$ cat src/inc/lcc_pkg.sv
// Package for the display configuration command core: command codes,
// parameter field positions and reset defaults.
// Assumes a byte-wide command/data bus with one write strobe per byte.
package lcc_pkg;
  // Command codes.
  localparam logic [7:0] CMD_NOP      = 8'h00;
  localparam logic [7:0] CMD_CLOCK    = 8'h02;
  localparam logic [7:0] CMD_DRIVER   = 8'h10;
  localparam logic [7:0] CMD_MONITOR  = 8'h18;

  // Parameter field positions.
  localparam int CLK_OUTSIDE_BIT   = 1;
  localparam int CLK_RING_BIT      = 0;
  localparam int DRV_INTERLEAVE_BIT = 7;
  localparam int DRV_DUTY_HI       = 5;
  localparam int DRV_DUTY_LO       = 4;
  localparam int DRV_EXCHANGE_BIT  = 1;
  localparam int DRV_REVERSE_BIT   = 0;
  localparam int MON_SLOT_HI       = 5;
  localparam int MON_SLOT_LO       = 4;
  localparam int MON_FRAME_BIT     = 3;
  localparam int MON_FIELD_BIT     = 2;
  localparam int MON_SHIFT_BIT     = 1;
  localparam int MON_POL_BIT       = 0;

  // Duty codes.
  localparam logic [1:0] DUTY_96  = 2'h0;
  localparam logic [1:0] DUTY_108 = 2'h1;
  localparam logic [1:0] DUTY_120 = 2'h2;
  localparam logic [1:0] DUTY_132 = 2'h3;
  localparam logic [7:0] LINES_96  = 8'h60;
  localparam logic [7:0] LINES_108 = 8'h6c;
  localparam logic [7:0] LINES_120 = 8'h78;
  localparam logic [7:0] LINES_132 = 8'h84;

  // Reset defaults.
  localparam logic [1:0] RST_DUTY        = DUTY_132;
  localparam logic [1:0] RST_SLOT        = 2'h0;
  localparam logic [3:0] RST_BOOST1      = 4'h5;
  localparam logic [3:0] RST_BIAS        = 4'h3;
  localparam logic [5:0] RST_BOOST_DIV   = 6'h00;
  localparam logic [1:0] RST_TEMP_COEF   = 2'h1;
  localparam logic [7:0] RST_CONTRAST    = 8'h00;
  localparam logic [4:0] RST_BLOCK_COUNT = 5'h0d;
  localparam logic [3:0] RST_FRAME_FREQ  = 4'h7;
  localparam logic [7:0] RST_START       = 8'h00;
  localparam logic [7:0] RST_END         = 8'h83;
  localparam logic [1:0] RST_PATTERN     = 2'h0;
  localparam logic [1:0] RST_SCROLL_MODE = 2'h0;
  localparam logic [1:0] RST_STATUS_SEL  = 2'h0;

  // Pixel word slices for the three segment groups.
  localparam int PIX_A_HI = 15;
  localparam int PIX_A_LO = 11;
  localparam int PIX_B_HI = 10;
  localparam int PIX_B_LO = 5;
  localparam int PIX_C_HI = 4;
  localparam int PIX_C_LO = 0;
  localparam int SUBFRAMES = 4;

  typedef enum logic [3:0] {
    LCC_IDLE    = 4'b0001,
    LCC_CLOCK   = 4'b0010,
    LCC_DRIVER  = 4'b0100,
    LCC_MONITOR = 4'b1000
  } lcc_state_t;
endpackage

$ cat src/verilog/lcc_core.sv
// Configuration core: reset defaults of all configuration fields and the
// decoder of the no-operation, clock source, driver output and monitor commands.
// Assumes the host bus is already synchronous to mclk, one byte per strobe.
//
// Operation
// - Hard reset low forces every configuration field to its default.
// - Reset duty is 1/132; colour exchange and scan reverse clear.
// - Reset clears all monitor enables; frame marker slot points at first subframe.
// - Reset sets booster, bias, divider, power, temperature and contrast defaults.
// - Reset leaves the device in standby with low power hold set.
// - Reset sets subgroup, row vector, frame invert bits one; block count 01101.
// - Reset clears half frame rate; frame frequency select is 0111.
// - Reset clears every entry mode bit.
// - Reset window starts are zero; window ends are 10000011.
// - Reset turns display off, normal pattern, partial mode off and lines zero.
// - Reset selects whole screen scroll, scroll end 10000011, others zero.
// - Reset selects internal status for reads and enables trim calibration.
// - Command 00h is accepted and changes nothing.
// - Command 02h parameter: bit 1 outside clock, bit 0 oscillator on.
// - Outside clock or low power hold halts the oscillator; otherwise oscillator bit controls it.
// - Command 10h sets interleave, duty, colour exchange, scan reverse.
// - Duty codes pick 96 to 132 lines; unused commons rest at mid level.
// - Scan order maps halves upward, reversible, interleaved in groups of three.
// - Colour exchange swaps segment groups A and C bit ranges.
// - Command 18h sets slot and four monitor enables; disabled outputs ground.
// - Slot codes 00, 01, 10 pick first, second or third subframe.
// - Each contrast field is an 8-bit monotonic code from 0 to 255.
// - Slot code 11 picks the fourth subframe.
// - Shared monitor pin priority: polarity, shift, field, then frame marker.
`timescale 1ns/10ps
`default_nettype none
module lcc_core (
  // Clock, reset and enable
  input  wire logic                mclk,
  input  wire logic                rst,
  input  wire logic                clk_en,
  input  wire logic                hard_reset_low,
  // Host byte writes
  input  wire logic                wr_strobe,
  input  wire logic                data_flag,
  input  wire logic [7:0]          wr_byte,
  // Timing events from the display timing generator
  input  wire logic                subframe_head,
  input  wire logic [1:0]          subframe_index,
  input  wire logic                polarity_toggle_src,
  input  wire logic                shift_pulse_src,
  input  wire logic                field_marker_src,
  // Pixel path
  input  wire logic [15:0]         pixel_word,
  input  wire logic                pixel_load,
  output logic [4:0]               seg_a,
  output logic [5:0]               seg_b,
  output logic [4:0]               seg_c,
  // Clock source control
  output logic                     outside_clock_select,
  output logic                     ring_clock_on,
  output logic                     clock_source_running,
  // Driver output settings
  output logic                     com_interleave,
  output logic [1:0]               duty_select,
  output logic                     seg_color_exchange,
  output logic                     com_scan_reverse,
  output logic [7:0]               scan_line_count,
  // Monitor outputs
  output logic [1:0]               frame_marker_slot,
  output logic                     frame_marker_enable,
  output logic                     field_marker,
  output logic                     shift_pulse_out,
  output logic                     polarity_toggle_out,
  output logic                     frame_marker_out,
  output logic                     observe_pin,
  // Fields of later commands, held at their defaults here
  output logic [3:0]               boost1_factor,
  output logic [3:0]               bias_select,
  output logic [5:0]               boost_clock_div,
  output logic                     boost_amp_power,
  output logic                     boost1_power,
  output logic                     boost2_power,
  output logic                     boost3_power,
  output logic [1:0]               temp_coef_select,
  output logic [7:0]               contrast_main,
  output logic [7:0]               contrast_partial,
  output logic                     low_power_hold,
  output logic                     no_dummy_subgroup,
  output logic                     subgroup_invert,
  output logic                     subgroup_phase_shift,
  output logic                     row_vector_step,
  output logic                     per_frame_invert,
  output logic [4:0]               invert_block_count,
  output logic                     half_frame_rate,
  output logic [3:0]               frame_freq_select,
  output logic                     wide_bus,
  output logic                     memory_invert,
  output logic                     column_reverse,
  output logic                     row_reverse,
  output logic                     row_first_count,
  output logic                     read_modify_write_on,
  output logic [7:0]               row_window_start,
  output logic [7:0]               row_window_end,
  output logic [7:0]               column_window_start,
  output logic [7:0]               column_window_end,
  output logic                     display_on,
  output logic [1:0]               display_pattern,
  output logic                     partial_on,
  output logic                     partial_mode_sel,
  output logic                     partial_dummy,
  output logic [7:0]               partial_start,
  output logic [7:0]               partial_end,
  output logic [1:0]               scroll_mode,
  output logic [7:0]               scroll_start,
  output logic [7:0]               scroll_end,
  output logic [7:0]               low_fixed_lines,
  output logic [7:0]               scroll_first_line,
  output logic [1:0]               status_select,
  output logic                     nv_trim_calibrate_on
);
  import lcc_pkg::*;

  lcc_state_t state;
  logic       cmd_wr;
  logic       par_wr;
  logic       any_reset;
  logic       seg_exchange_live;

  // The hard reset pin is synchronous, so it acts like a clocked clear.
  assign any_reset = !hard_reset_low;
  assign cmd_wr = clk_en && wr_strobe && !data_flag && (state == LCC_IDLE);
  assign par_wr = clk_en && wr_strobe && !data_flag && (state != LCC_IDLE);

  // A byte after a parameter-taking command is its parameter; NOP stays idle.
  always_ff @(posedge mclk or posedge rst) begin
    if (rst) begin
      state <= LCC_IDLE;
    end else if (clk_en) begin
      if (any_reset) begin
        state <= LCC_IDLE;
      end else if (cmd_wr) begin
        unique case (wr_byte)
          CMD_CLOCK:   state <= LCC_CLOCK;
          CMD_DRIVER:  state <= LCC_DRIVER;
          CMD_MONITOR: state <= LCC_MONITOR;
          default:     state <= LCC_IDLE;
        endcase
      end else if (par_wr) begin
        state <= LCC_IDLE;
      end
    end
  end

  // Clock source: bits other than the two defined ones are dropped.
  always_ff @(posedge mclk or posedge rst) begin
    if (rst) begin
      outside_clock_select <= 1'b0;
      ring_clock_on        <= 1'b0;
    end else if (clk_en) begin
      if (any_reset) begin
        outside_clock_select <= 1'b0;
        ring_clock_on        <= 1'b0;
      end else if (par_wr && state == LCC_CLOCK) begin
        outside_clock_select <= wr_byte[CLK_OUTSIDE_BIT];
        ring_clock_on        <= wr_byte[CLK_RING_BIT];
      end
    end
  end
  // The outside clock overrides the oscillator bit; standby also stops it.
  assign clock_source_running = !outside_clock_select && ring_clock_on && !low_power_hold;

  // Driver output mode.
  always_ff @(posedge mclk or posedge rst) begin
    if (rst) begin
      com_interleave     <= 1'b0;
      duty_select        <= RST_DUTY;
      seg_exchange_live  <= 1'b0;
      com_scan_reverse   <= 1'b0;
    end else if (clk_en) begin
      if (any_reset) begin
        com_interleave     <= 1'b0;
        duty_select        <= RST_DUTY;
        seg_exchange_live  <= 1'b0;
        com_scan_reverse   <= 1'b0;
      end else if (par_wr && state == LCC_DRIVER) begin
        com_interleave     <= wr_byte[DRV_INTERLEAVE_BIT];
        duty_select        <= wr_byte[DRV_DUTY_HI:DRV_DUTY_LO];
        seg_exchange_live  <= wr_byte[DRV_EXCHANGE_BIT];
        com_scan_reverse   <= wr_byte[DRV_REVERSE_BIT];
      end
    end
  end

  // Colour exchange is not immediate: it takes effect at the next subframe head
  // so a pixel row is never split between two mappings.
  always_ff @(posedge mclk or posedge rst) begin
    if (rst) begin
      seg_color_exchange <= 1'b0;
    end else if (clk_en) begin
      if (any_reset) begin
        seg_color_exchange <= 1'b0;
      end else if (subframe_head) begin
        seg_color_exchange <= seg_exchange_live;
      end
    end
  end

  // Lines scanned for the chosen duty; the rest rest at the mid level.
  always_comb begin
    unique case (duty_select)
      DUTY_96:  scan_line_count = LINES_96;
      DUTY_108: scan_line_count = LINES_108;
      DUTY_120: scan_line_count = LINES_120;
      DUTY_132: scan_line_count = LINES_132;
    endcase
  end

  // Segment data registers.
  always_ff @(posedge mclk or posedge rst) begin
    if (rst) begin
      seg_a <= 5'h00;
      seg_b <= 6'h00;
      seg_c <= 5'h00;
    end else if (clk_en && pixel_load) begin
      seg_b <= pixel_word[PIX_B_HI:PIX_B_LO];
      if (seg_color_exchange) begin
        seg_a <= pixel_word[PIX_C_HI:PIX_C_LO];
        seg_c <= pixel_word[PIX_A_HI:PIX_A_LO];
      end else begin
        seg_a <= pixel_word[PIX_A_HI:PIX_A_LO];
        seg_c <= pixel_word[PIX_C_HI:PIX_C_LO];
      end
    end
  end

  // Monitor control.
  always_ff @(posedge mclk or posedge rst) begin
    if (rst) begin
      frame_marker_slot   <= RST_SLOT;
      frame_marker_enable <= 1'b0;
      field_marker        <= 1'b0;
      shift_pulse_out     <= 1'b0;
      polarity_toggle_out <= 1'b0;
    end else if (clk_en) begin
      if (any_reset) begin
        frame_marker_slot   <= RST_SLOT;
        frame_marker_enable <= 1'b0;
        field_marker        <= 1'b0;
        shift_pulse_out     <= 1'b0;
        polarity_toggle_out <= 1'b0;
      end else if (par_wr && state == LCC_MONITOR) begin
        frame_marker_slot   <= wr_byte[MON_SLOT_HI:MON_SLOT_LO];
        frame_marker_enable <= wr_byte[MON_FRAME_BIT];
        field_marker        <= wr_byte[MON_FIELD_BIT];
        shift_pulse_out     <= wr_byte[MON_SHIFT_BIT];
        polarity_toggle_out <= wr_byte[MON_POL_BIT];
      end
    end
  end

  // The frame marker pulses at the head of the selected subframe only.
  assign frame_marker_out = frame_marker_enable && subframe_head
                            && (subframe_index == frame_marker_slot);

  // Shared pin: first enabled source in priority order; all disabled is ground.
  always_comb begin
    if (polarity_toggle_out) begin
      observe_pin = polarity_toggle_src;
    end else if (shift_pulse_out) begin
      observe_pin = shift_pulse_src;
    end else if (field_marker) begin
      observe_pin = field_marker_src;
    end else if (frame_marker_enable) begin
      observe_pin = frame_marker_out;
    end else begin
      observe_pin = 1'b0;
    end
  end

  // Fields of later commands: only reset here, no command writes them yet.
  always_ff @(posedge mclk or posedge rst) begin
    if (rst) begin
      boost1_factor        <= RST_BOOST1;
      bias_select          <= RST_BIAS;
      boost_clock_div      <= RST_BOOST_DIV;
      {boost_amp_power, boost1_power, boost2_power, boost3_power} <= 4'h0;
      temp_coef_select     <= RST_TEMP_COEF;
      contrast_main        <= RST_CONTRAST;
      contrast_partial     <= RST_CONTRAST;
      low_power_hold       <= 1'b1;
      {no_dummy_subgroup, subgroup_invert, subgroup_phase_shift} <= 3'h7;
      row_vector_step      <= 1'b1;
      per_frame_invert     <= 1'b1;
      invert_block_count   <= RST_BLOCK_COUNT;
      half_frame_rate      <= 1'b0;
      frame_freq_select    <= RST_FRAME_FREQ;
      {wide_bus, memory_invert, column_reverse, row_reverse} <= 4'h0;
      {row_first_count, read_modify_write_on} <= 2'h0;
      row_window_start     <= RST_START;
      row_window_end       <= RST_END;
      column_window_start  <= RST_START;
      column_window_end    <= RST_END;
      display_on           <= 1'b0;
      display_pattern      <= RST_PATTERN;
      {partial_on, partial_mode_sel, partial_dummy} <= 3'h0;
      partial_start        <= RST_START;
      partial_end          <= RST_START;
      scroll_mode          <= RST_SCROLL_MODE;
      scroll_start         <= RST_START;
      scroll_end           <= RST_END;
      low_fixed_lines      <= RST_START;
      scroll_first_line    <= RST_START;
      status_select        <= RST_STATUS_SEL;
      nv_trim_calibrate_on <= 1'b1;
    end else if (clk_en && any_reset) begin
      boost1_factor        <= RST_BOOST1;
      bias_select          <= RST_BIAS;
      boost_clock_div      <= RST_BOOST_DIV;
      {boost_amp_power, boost1_power, boost2_power, boost3_power} <= 4'h0;
      temp_coef_select     <= RST_TEMP_COEF;
      contrast_main        <= RST_CONTRAST;
      contrast_partial     <= RST_CONTRAST;
      low_power_hold       <= 1'b1;
      {no_dummy_subgroup, subgroup_invert, subgroup_phase_shift} <= 3'h7;
      row_vector_step      <= 1'b1;
      per_frame_invert     <= 1'b1;
      invert_block_count   <= RST_BLOCK_COUNT;
      half_frame_rate      <= 1'b0;
      frame_freq_select    <= RST_FRAME_FREQ;
      {wide_bus, memory_invert, column_reverse, row_reverse} <= 4'h0;
      {row_first_count, read_modify_write_on} <= 2'h0;
      row_window_start     <= RST_START;
      row_window_end       <= RST_END;
      column_window_start  <= RST_START;
      column_window_end    <= RST_END;
      display_on           <= 1'b0;
      display_pattern      <= RST_PATTERN;
      {partial_on, partial_mode_sel, partial_dummy} <= 3'h0;
      partial_start        <= RST_START;
      partial_end          <= RST_START;
      scroll_mode          <= RST_SCROLL_MODE;
      scroll_start         <= RST_START;
      scroll_end           <= RST_END;
      low_fixed_lines      <= RST_START;
      scroll_first_line    <= RST_START;
      status_select        <= RST_STATUS_SEL;
      nv_trim_calibrate_on <= 1'b1;
    end
  end
endmodule // lcc_core
`default_nettype wire
$ cat config.mk
export PLATFORM = sky130hd
export DESIGN_NAME = lcc_core
export DESIGN_NICKNAME = d
export VERILOG_FILES = /design/src/inc/lcc_pkg.sv /design/src/verilog/lcc_core.sv
export SDC_FILE = /design/constraint.sdc
export NUM_CORES = 1
export LEC_CHECK = 0
export BUFFER_PORTS_ARGS = -buffer_cell sky130_fd_sc_hd__buf_2
export CORE_ASPECT_RATIO = 1.25
export CORE_MARGIN = 2
export CORE_UTILIZATION = 40
export DETAILED_ROUTE_END_ITERATION = 10
export PLACE_DENSITY = 0.8
export SLEW_MARGIN = 10
export SYNTH_ARGS = -nofsm -noshare
export SYNTH_HDL_FRONTEND = slang
export SYNTH_SLANG_ARGS = --single-unit
$ cat constraint.sdc
create_clock -name mclk -period 1.8 [get_ports mclk]
set_clock_uncertainty 0.2 [all_clocks]
set_input_delay 0 -clock mclk [delete_from_list [all_inputs] [get_ports mclk]]
set_output_delay 0 -clock mclk [all_outputs]
set_load 0.03 [all_outputs]
Word level (Yosys, flattened, before mapping)
Cells that the tools add are included.
Cells by class
  mux-type cells: 35
  reductions and logical operators: 17
  equality and inequality tests: 17
Operators by type and width (number)
  8-bit case mux with 4 select lines: 1
  1-bit two-way mux: 24
  8-bit by 5-bit equality test with 1-bit output, second input constant: 2
  4-bit two-way mux: 3
  4-bit case mux with 3 select lines: 1
  1-bit logical AND: 10
  5-bit two-way mux: 2
  2-bit AND reduction: 5
  8-bit by 2-bit equality test with 1-bit output, second input constant: 1
  2-bit two-way mux: 4
  2-bit by 1-bit != test with 1-bit output, second input constant: 4
  2-bit equality test, second input constant: 2
  4-bit by 1-bit equality test with 1-bit output, second input constant: 1
  4-bit by 2-bit equality test with 1-bit output, second input constant: 1
  4-bit by 3-bit equality test with 1-bit output, second input constant: 1
  4-bit equality test, second input constant: 1
  4-bit by 1-bit != test with 1-bit output, second input constant: 1
  3-bit by 1-bit != test with 1-bit output, second input constant: 1
  2-bit by 1-bit equality test with 1-bit output, second input constant: 1
  2-bit equality test: 1
  2-bit logical NOT: 1
  1-bit logical NOT: 1
Storage, ports and cells
  flip-flop bits (word level): 34
  input bits: 37
  logic and storage cells: 85

Depth between registers and ports, before layout
Gate-level depths: netlist (run 1).
  depth after elaboration: 6
  mapped depth: 5
  gate-level depth less buffers: 4

Worst setup path before layout (run 1)
Ideal clock, no wire load.
  path kind: register to output
  start point: register frame_marker_slot[1]
  end point: output frame_marker_out
  arrival: 1.434 ns
  setup slack: 0.166 ns
  cell stages (with the launch flop): 3
  buffers on the path: 0
  cell sequence: dfrtp_1 > xor2_1 > nor3_1
On the way
  cells in the longest elaborated chain, start to end: 2
Ends and longest elaborated chain
  start: declaration: RTL line lcc_core.sv:65  | output logic [1:0] frame_marker_slot,
  start signal: assignment: RTL line lcc_core.sv:248  | frame_marker_slot <= wr_byte[MON_SLOT_HI:MON_SLOT_LO];
  2-bit equality test: RTL line lcc_core.sv:259  | && (subframe_index == frame_marker_slot);
  1-bit logical AND: RTL line lcc_core.sv:259
  end: declaration: RTL line lcc_core.sv:70  | output logic frame_marker_out,
No other way between the ends.

Final worst setup path (run 1)
  start point: register seg_color_exchange
  end point: register seg_c[3]
On the way
  cells in the longest elaborated chain, start to end: 1
Ends and longest elaborated chain
  start: declaration: RTL line lcc_core.sv:61  | output logic seg_color_exchange,
  start signal: assignment: RTL line lcc_core.sv:199  | seg_color_exchange <= seg_exchange_live;
  5-bit two-way mux: RTL line lcc_core.sv:222  | if (seg_color_exchange) begin
  end signal: assignment: RTL line lcc_core.sv:224  | seg_c <= pixel_word[PIX_A_HI:PIX_A_LO];
  end signal: assignment: RTL line lcc_core.sv:227  | seg_c <= pixel_word[PIX_C_HI:PIX_C_LO];
  end: declaration: RTL line lcc_core.sv:53  | output logic [4:0] seg_c,
No other way between the ends.
A chain may end at the register's enable or synchronous reset.

==> impl.org, run 1 <==
** Cells and area
- Area Growth Syn to Fin :: 13.2%
- # fillers :: 671
- Number of nets in the layout :: approximately 470
- Layout cell share with drive strength beyond 1 :: 0.227
- 0 antenna diodes ended up in the layout.

** Yosys
- The compound-cell area share of the yosys netlist was 0.0921.
- Measured against the total synthesized area, the mux share comes to 0.0652.
- Of the synthesized area, sequential elements account for 0.297.
- Adder-cell share of the synthesized area :: 0.0217
- In this run, synthesis produced a sequential element count of 34.
- Counting flops with an async set or reset pin after synthesis yields a share of 1.00.
- Yosys mapped a number of flops with a built-in enable equal to 0.
- Average size of a mapped cell :: 9.03 um^2
- Cell count after synthesis :: 319
- In this run the cell area of the synthesized design comes to 2880 um^2.
- Dominant cell type by area after synthesis :: sky130_fd_sc_hd__buf_4
- Count of unique library cells instantiated by Yosys :: 39
- The most used flip-flop cell after synthesis is sky130_fd_sc_hd__dfrtp_1.
- Simple logic cell fraction of the synthesized area :: 0.0947
- Yosys synthesis warning count :: 0
- Ranked by total cell area, the synthesized netlist is headed by sky130_fd_sc_hd__buf_4, sky130_fd_sc_hd__dfrtp_1, sky130_fd_sc_hd__mux2i_1.
- Share of the synthesized area in the top cell type :: 0.399
- Xor/xnor share of the synthesized area :: 0.00608
- Dominant combinational cell family by area after synthesis :: buffers and inverters

** Detailed routing
- Detailed-router iteration count before antenna repair :: 4
- Routed vias/inst :: 3.95
- Overall via count from detail_route :: 2064
- For this run, design rule violations remaining after detail routing come to 0.
- For this block, the initial DRC count from the detailed router was 32.
- Antenna-violating nets left :: 0
- WL per Instance :: 11.3 um
- Routed Wire Length :: 5.89 mm

** Setup path
- Data on the critical path arrives at its endpoint at 1.65 ns.
- Category of the critical setup timing path :: flip-flop to flip-flop
- Of all nets on the critical path, the largest fanout is 11.
- Category of the worst setup path launch point :: flip-flop
- Setup crit end kind :: flip-flop
- For the worst setup path, the data required time is 1.77 ns.

** Job
- The tool flagged a number of max-cap violations equal to 0.

** Floorplanning
- Die outline width :: approximately 80 um
- Initial core utilization :: 0.413
- During I/O placement, the number of pins put on the boundary was 226.
- Area of the core region :: ~7000 um^2
- Die footprint :: approximately 7900 um^2
- Row count :: 34
- The floorplan step set the die height to between 90 and 100 um.

** Power and ir drop
- For this design the ratio of total power to cell area is 695 nW/um^2.
- Across the VDD grid, the largest voltage drop is 0.000416 V.
- Leakage dissipation :: roughly 1.8 nW

** Outcome
- Outcome :: complete, no violations

** GRT
- Vias in the first global route :: 1763
- For this run, the total global-route usage over all layers was measured as 0.140.
- The first global-routing pass estimated 8.52 mm of wire.
- Global route overflow :: 0
- Entering global routing, the biggest net connects 35 pins.
- The number of antenna violations at the first check in global routing came to 1.

** Clocking
- TritonCTS built the clock tree.
- Post-CTS timing repair inserted 0 buffers for setup.
- The root buffer cell chosen for the clock tree is sky130_fd_sc_hd__clkbuf_8.
- Counting every sink on the clock net gives 34.
- CTS buffer count :: 5
- After clock tree synthesis, the clock-pin slew on the worst setup and hold paths is 0.07 ns.
- Clock buffer depth :: 2
- The later pin in the worst-skew pair is clocked with a latency of about 0.28 ns.
- CTS built an H-tree with a depth of 2.

** Timing
- Setup slack of the critical path after layout :: 0.120 ns
- Final hold violation count :: 0
- Tmin final :: 1.68 ns
- For the final routed database, the setup TNS stands at 0 ns.
- Period Utilization, post-route :: 0.934
- Maximum frequency from static timing analysis :: 595 MHz
- Unrepaired setup endpoints after global routing :: no
- The number of max-slew violations in the final report came to 0.
- Final count of negative-setup-slack endpoints :: 0
- Relative slew slack :: 0.659
- For the pin with the worst max-slew slack, the measured transition is between 0.5 and 0.6 ns.

** Place
- The count of buffers added on input and output ports is 73.
- Routability-driven placement finished with a final weighted congestion of approximately 0.88.
- Detail Placement HPWL :: 4.35 mm
- Worst setup slack before clock tree synthesis :: around 0.19 ns

** Worst hold path
- The path class of the tightest hold or removal check is primary input to flip-flop.
[cell usage after synthesis, drive strengths merged (4+ instances only)]
| library cell | n |
|---|---|
| dfrtp | 31 |
| o21ai | 11 |
| nand2 | 26 |
| mux2 | 6 |
| inv | 9 |
| mux2i | 12 |
| buf | 156 |
| a221o | 6 |
| nor2 | 4 |
| ha | 5 |
| clkbuf | 4 |
| a21oi | 7 |
[critical path, stage by stage, from the launching register on]
cell and delay [ns]:
sky130_fd_sc_hd__dfrtp_1 0.40, sky130_fd_sc_hd__buf_12 0.16, sky130_fd_sc_hd__mux2i_1 0.18, sky130_fd_sc_hd__dlygate4sd3_1 0.56, sky130_fd_sc_hd__o21ai_1 0.06
[path summary, 6_finish.rpt]
path	startpoint	to	slack, ns	depth (start not counted)
min in group asynchronous	rst	seg_c[2]$_DFFE_PP0P_	0.15	4
setup reg to reg	seg_color_exchange$_DFFE_PP0P_	seg_c[3]$_DFFE_PP0P_	0.12	4
hold / removal	pixel_load	seg_b[0]$_DFFE_PP0P_	0.07	3
max in group asynchronous	rst	state[0]$_DFFE_PP1P_	0.91	4
setup / recovery	seg_color_exchange$_DFFE_PP0P_	seg_c[3]$_DFFE_PP0P_	0.12	4
hold reg to reg	seg_a[0]$_DFFE_PP0P_	seg_a[0]$_DFFE_PP0P_	0.28	2
[layout by cell type (no fill, tap or decap), drive strengths merged, types with 7 or more instances in the layout]
| cell type | instances |
|---|---|
| dfrtp | 31 |
| a21oi | 7 |
| mux2i | 12 |
| inv | 9 |
| conb | 152 |
| dlygate4sd3 | 36 |
| o21ai | 11 |
| buf | 78 |
| clkbuf | 7 |
| nand2 | 26 |
[area by class of cell]
cell class,instances,area (um^2),area share
Sequential cell,34,855,0.262
Tap cell,90,113,0.0345
Clock buffer,7,86.3,0.0265
Multi-Input combinational cell,266,1380,0.423
Clock inverter,1,5.00,0.00153
Inverter,9,33.8,0.0104
Timing Repair Buffer,115,788,0.242
[timing repair]
action                                  CTS  global route
endpoints found under the setup margin    0             5
hold buffers                             37             0
gates resized for setup                   0             5
hold endpoints to repair                 68             0
[routing by layer]
layer | up-vias | track usage | wire, um | share of wire
li1 | 972 | - | - | -
met5 | - | 0 | 0 | 0
met4 | 0 | 0.0443 | 103 | 0.017
met2 | 145 | 0.262 | 3180 | 0.54
met3 | 12 | 0.0430 | 627 | 0.11
met1 | 935 | 0.145 | 1980 | 0.34
[through the flow]
step	util	cells	hold WS, ns	cell area [um^2]	total power [W]
finish	0.468	522	0.0699	3260	0.00227
global placement	0.398	477	-0.0842	2780	0.00163
global route	0.468	522	0.0994	3260	0.00240
detailed placement	0.398	477	-0.0751	2780	0.00164
CTS	0.465	522	0.0714	3240	0.00229
floorplan	-	469	-0.0755	3440	0.00175
[power by group]
group / total [W] / internal (W) / switching [W]
registers: 0.000845 / 0.000817 / 0.0000281
logic: 0.000843 / 0.000176 / 0.000667
clock network: 0.000580 / 0.000309 / 0.000271
[registers in the layout, summed over array words and instances, names as in the netlist]
name,flops
state,4
ring_clock_on,1
frame_marker_slot,2
seg_c,5
shift_pulse_out,1
seg_color_exchange,1
frame_marker_enable,1
seg_b,6
seg_a,5
outside_clock_select,1
field_marker,1
duty_select,2
seg_exchange_live,1
com_interleave,1
com_scan_reverse,1
polarity_toggle_out,1
[cell families after synthesis]
kind of cell / after synthesis
other: 2
multiplexers: 18
AND/OR/NAND/NOR: 51
flip-flops: 34
AO/OA/AOI/OAI: 38
XOR/XNOR: 2
adder cells (fa/ha/maj): 5
buffers and inverters: 169
Note: power is estimated with default switching activity, not from simulation.
==> run 2: changes to the inputs <==
--- a/config.mk
+++ b/config.mk
@@ -12,2 +12,3 @@
 export DETAILED_ROUTE_END_ITERATION = 10
+export HOLD_SLACK_MARGIN = 0.03
 export PLACE_DENSITY = 0.8
==> constraint.sdc (replaced) <==
create_clock -name mclk -period 1.8 [get_ports mclk]
set_clock_uncertainty 0.2 [all_clocks]
set_input_delay 0.27 -clock mclk [delete_from_list [all_inputs] [get_ports mclk]]
set_output_delay 0.27 -clock mclk [all_outputs]
set_load 0.03 [all_outputs]
==> run 2 against run 1 <==
The flow now finishes with violations (setup timing). Final cell count is 4.0% lower. Fmax is 9.9% lower. Clock-buffer cell count stayed put. Core utilization is 1.9 points lower. Clock power is 18% higher. Critical path depth is 1 higher. Non-clock buffer count is 21 lower. Design area is 4.1% lower. Worst hold slack worse by 0.021 ns. Global-route usage is 0.86 points lower. First-iteration DRC count is 120% higher. Critical endpoint is now scan_line_count[2].
==> impl.org, run 2 (synthesis results as in run 1) <==
** Cells and area
- Number of nets in the layout :: 452 (was 473)
- The most common cell after layout, fill and taps aside is sky130_fd_sc_hd__conb_1 (unchanged).
- The ratio of cells with drive above 1 in the final layout was 0.277 (was 0.227).
- The number of filler cells placed in the layout came to 693 (was 671).
- The post-synthesis to final-layout area growth is 8.60% (was 13.2%).
- The largest register by flop count was seg_b (unchanged).
- Leading cell types in the layout, fill and taps excluded :: sky130_fd_sc_hd__conb_1, sky130_fd_sc_hd__buf_2, sky130_fd_sc_hd__dfrtp_1 (was sky130_fd_sc_hd__conb_1, sky130_fd_sc_hd__buf_2, sky130_fd_sc_hd__dlygate4sd3_1)
- Number of flip-flops in the largest register :: 6 (unchanged)
- Top Registers: seg_b: 6 flops, seg_a: 5 flops, seg_c: 5 flops (unchanged).
- The filler-free cell count of the finished design is 501 (was 522).
- FF/Latch Area :: 855 um^2 (unchanged)
- The number of antenna diodes was 0 (unchanged).
- Multi-input logic area :: 1430 um^2 (was 1380 um^2)

** Detailed routing
- The average wire per standard cell came to 11.4 um (was 11.3 um).
- Routed vias/inst :: 4.02 (was 3.95)
- Routed Wire Length :: 5.71 mm (was 5.89 mm)
- The length of the first detailed-routing pass in iterations came to 4 (unchanged).
- The detailed-route via count came to 2016 (was 2064).
- Detailed Route Iter0 Violations :: 69 (was 32)
- Antenna-violating nets left :: 0 (unchanged)
- The DRC violations left is 0 (unchanged).

** Timing
- Unrepaired setup endpoints after global routing: yes (was no).
- The setup slack of the critical path after layout came to -0.0653 ns (was 0.120 ns).
- Final hold violation count :: 0 (unchanged)
- The highest clock rate came to 536 MHz (was 595 MHz).
- Slew Limit Fails :: 0 (unchanged)
- Final count of negative-setup-slack endpoints :: 3 (was 0)
- Tmin final :: 1.87 ns (was 1.68 ns)
- The minimum hold slack came to 0.0486 ns (was 0.0699 ns).
- The final period utilization was 1.04 (was 0.934).

** Place
- The final HPWL from detailed placement is 4.41 mm (was 4.35 mm).
- The total of buffers placed on input and output ports came to 73 (unchanged).
- Weighted congestion at the end of routability-driven global placement :: 0.837 (was 0.884)
- The count of placed standard cells including taps is 477 (unchanged).

** Setup path
- Category of the worst setup path launch point :: flip-flop (unchanged)
- The critical setup path kind is flip-flop to output pin (was flip-flop to flip-flop).
- Cell at the slowest stage of the critical path :: sky130_fd_sc_hd__dfstp_2 (was sky130_fd_sc_hd__dlygate4sd3_1)
- The biggest fanout along the worst timing path was 4 (was 11).
- Register-to-register setup slack :: 0.15 ns (was 0.12 ns)
- The kind of cell with the highest combined delay on the critical path is flip-flops (was buffers and inverters).
- The buffer and inverter count on the worst path came to 2 (unchanged).
- Max stage delay on crit path :: 0.59 ns (was 0.56 ns)
- The terminus of the critical flop-to-flop path is field_marker$_DFFE_PP0P_ (was seg_c[3]$_DFFE_PP0P_).
- Setup crit end kind :: output pin (was flip-flop)
- The source of the worst register-to-register timing path was state[1]$_DFFE_PP0P_ (was seg_color_exchange$_DFFE_PP0P_).
- Worst R2R Path Depth :: 3 (was 4)
- Cells along the critical path: buf_4 > ha_1 > nor2_1 > nor2_2 > buf_6 (was buf_12 > mux2i_1 > dlygate4sd3_1 > o21ai_1).
- The required time at the worst-slack endpoint was 1.33 ns (was 1.77 ns).
- Arrival @ worst endpoint :: 1.40 ns (was 1.65 ns)

** Worst hold path
- Startpoint of the tightest hold check path :: wr_byte[2] (was pixel_load)
- The worst hold endpoint was field_marker$_DFFE_PP0P_ (was seg_b[0]$_DFFE_PP0P_).
- The worst hold path cell count is 2 (was 3).
- Min-Delay Path Class :: primary input to flip-flop (unchanged)

** Power and ir drop
- Leakage dissipation :: 1.72 nW (was 1.80 nW)
- The power per unit of standard cell area came to 748 nW/um^2 (was 695 nW/um^2).
- Worst voltage drop across the vdd grid :: 0.000344 V (was 0.000416 V)
- Total power draw :: 0.00234 W (was 0.00227 W)

** Floorplanning
- Row count :: 34 (unchanged)
- Number of top-level pins :: 226 (unchanged)
- Die Ht :: 98.9 um (unchanged)
- Initial core utilization :: 0.413 (unchanged)
- Die outline width :: 79.9 um (unchanged)
- Die footprint :: 7900 um^2 (unchanged)
- The core outline area was 6980 um^2 (unchanged).

** GRT
- The number of global-route vias before repair came to 1667 (was 1763).
- Pin count of the biggest net entering global routing :: 35 (unchanged)
- The wire length of the first global-routing pass was 7.99 mm (was 8.52 mm).
- GR met2 Demand/Resource :: 0.223 (was 0.262)
- Met3 capacity usage during global routing :: 0.0476 (was 0.0430)
- Total GRT Usage :: 0.131 (was 0.140)
- The global-route congestion overflow total came to 0 (unchanged).
- Routing layer with the top usage in global route :: met2 (unchanged)
- Number of antenna violations at the first check in global routing :: 1 (unchanged)
- The met1 track demand over resource in global routing is 0.149 (was 0.145).

** Clocking
- The cell chosen for the clock root is sky130_fd_sc_hd__clkbuf_8 (unchanged).
- TritonCTS clock tree :: built (unchanged)
- Clock net sink count :: 34 (unchanged)
- Clock latency of the later-clocked register in the worst-skew pair :: 0.28 ns (about the same)
- The clock-pin slew reported for the worst setup and hold paths after clock tree synthesis is 0.07 ns (about the same).
- Max H-tree Level :: 2 (unchanged)
- CTS buffer count :: 5 (unchanged)
- Clock buffer depth :: 2 (unchanged)

** Outcome
- Violations in the final reports :: setup timing
- Outcome :: complete, but fails checks (was complete, no violations)

** Job
- The reported max-cap violation count is 0 (unchanged).
## run 2: cell types whose count changed in the layout (fill, tap and decap cells not counted), sizes merged
cell          delta
dlygate4sd3     -28
buf              +8
dlymetal6s4s     -1
clkinv           -1
bufinv           +1
## run 2: power by group
group / internal (W) / switching (W)
sequential: 0.000817 / 0.0000290
combinational: 0.000145 / 0.000662
clock: 0.000414 / 0.000271
total: 0.00138 / 0.000961
## run 2: stage by stage
step | setup slack, ns | area (um^2) | utilization | TNS, ns
global route | -0.145 | 3130 | 0.448 | -0.501
finish | -0.0653 | 3130 | 0.448 | -0.132
global placement | 0.0809 | 2790 | 0.400 | 0
detailed placement | 0.0610 | 2790 | 0.400 | 0
floorplan | 0.0398 | 3450 | - | 0
CTS | -0.0886 | 3070 | 0.439 | -0.152
## run 2: layout make-up
cell class	count	area share
clock buffer	7	0.0244
sequential	34	0.273
multi-input combinational	266	0.458
tap	90	0.0360
clock inverter	1	0.00960
timing repair buffer	94	0.188
inverter	9	0.0108
## run 2: how the worst max path moves through the flow
stage / endpoint / depth (start not counted) / from / slack (ns)
6_report: scan_line_count[2] / 5 / duty_select[0]$_DFFE_PP1P_ / -0.07
3_5_place_dp: observe_pin / 4 / frame_marker_slot[1]$_DFFE_PP0P_ / 0.06
5_1_grt: observe_pin / 4 / frame_marker_slot[0]$_DFFE_PP0P_ / -0.14
4_1_cts: observe_pin / 4 / frame_marker_slot[1]$_DFFE_PP0P_ / -0.09
3_3_place_gp: observe_pin / 4 / frame_marker_slot[1]$_DFFE_PP0P_ / 0.08
2_1_floorplan: observe_pin / 3 / frame_marker_slot[1]$_DFFE_PP0P_ / 0.04
## run 2: per-layer routing
layer	wire length [um]	up-vias	share of wire
met2	2900	144	0.51
li1	-	924	-
met1	1990	932	0.35
met5	14	-	0.0025
met3	686	14	0.12
met4	120	2	0.021
## run 2: repair_timing
action                                 4_1_cts  5_1_grt
buffers inserted                             7        1
pin swaps                                    4        3
hold buffers                                 7        1
endpoints found under the hold margin       37        1
gates resized for setup                     13       14
setup endpoints to repair                    4        8
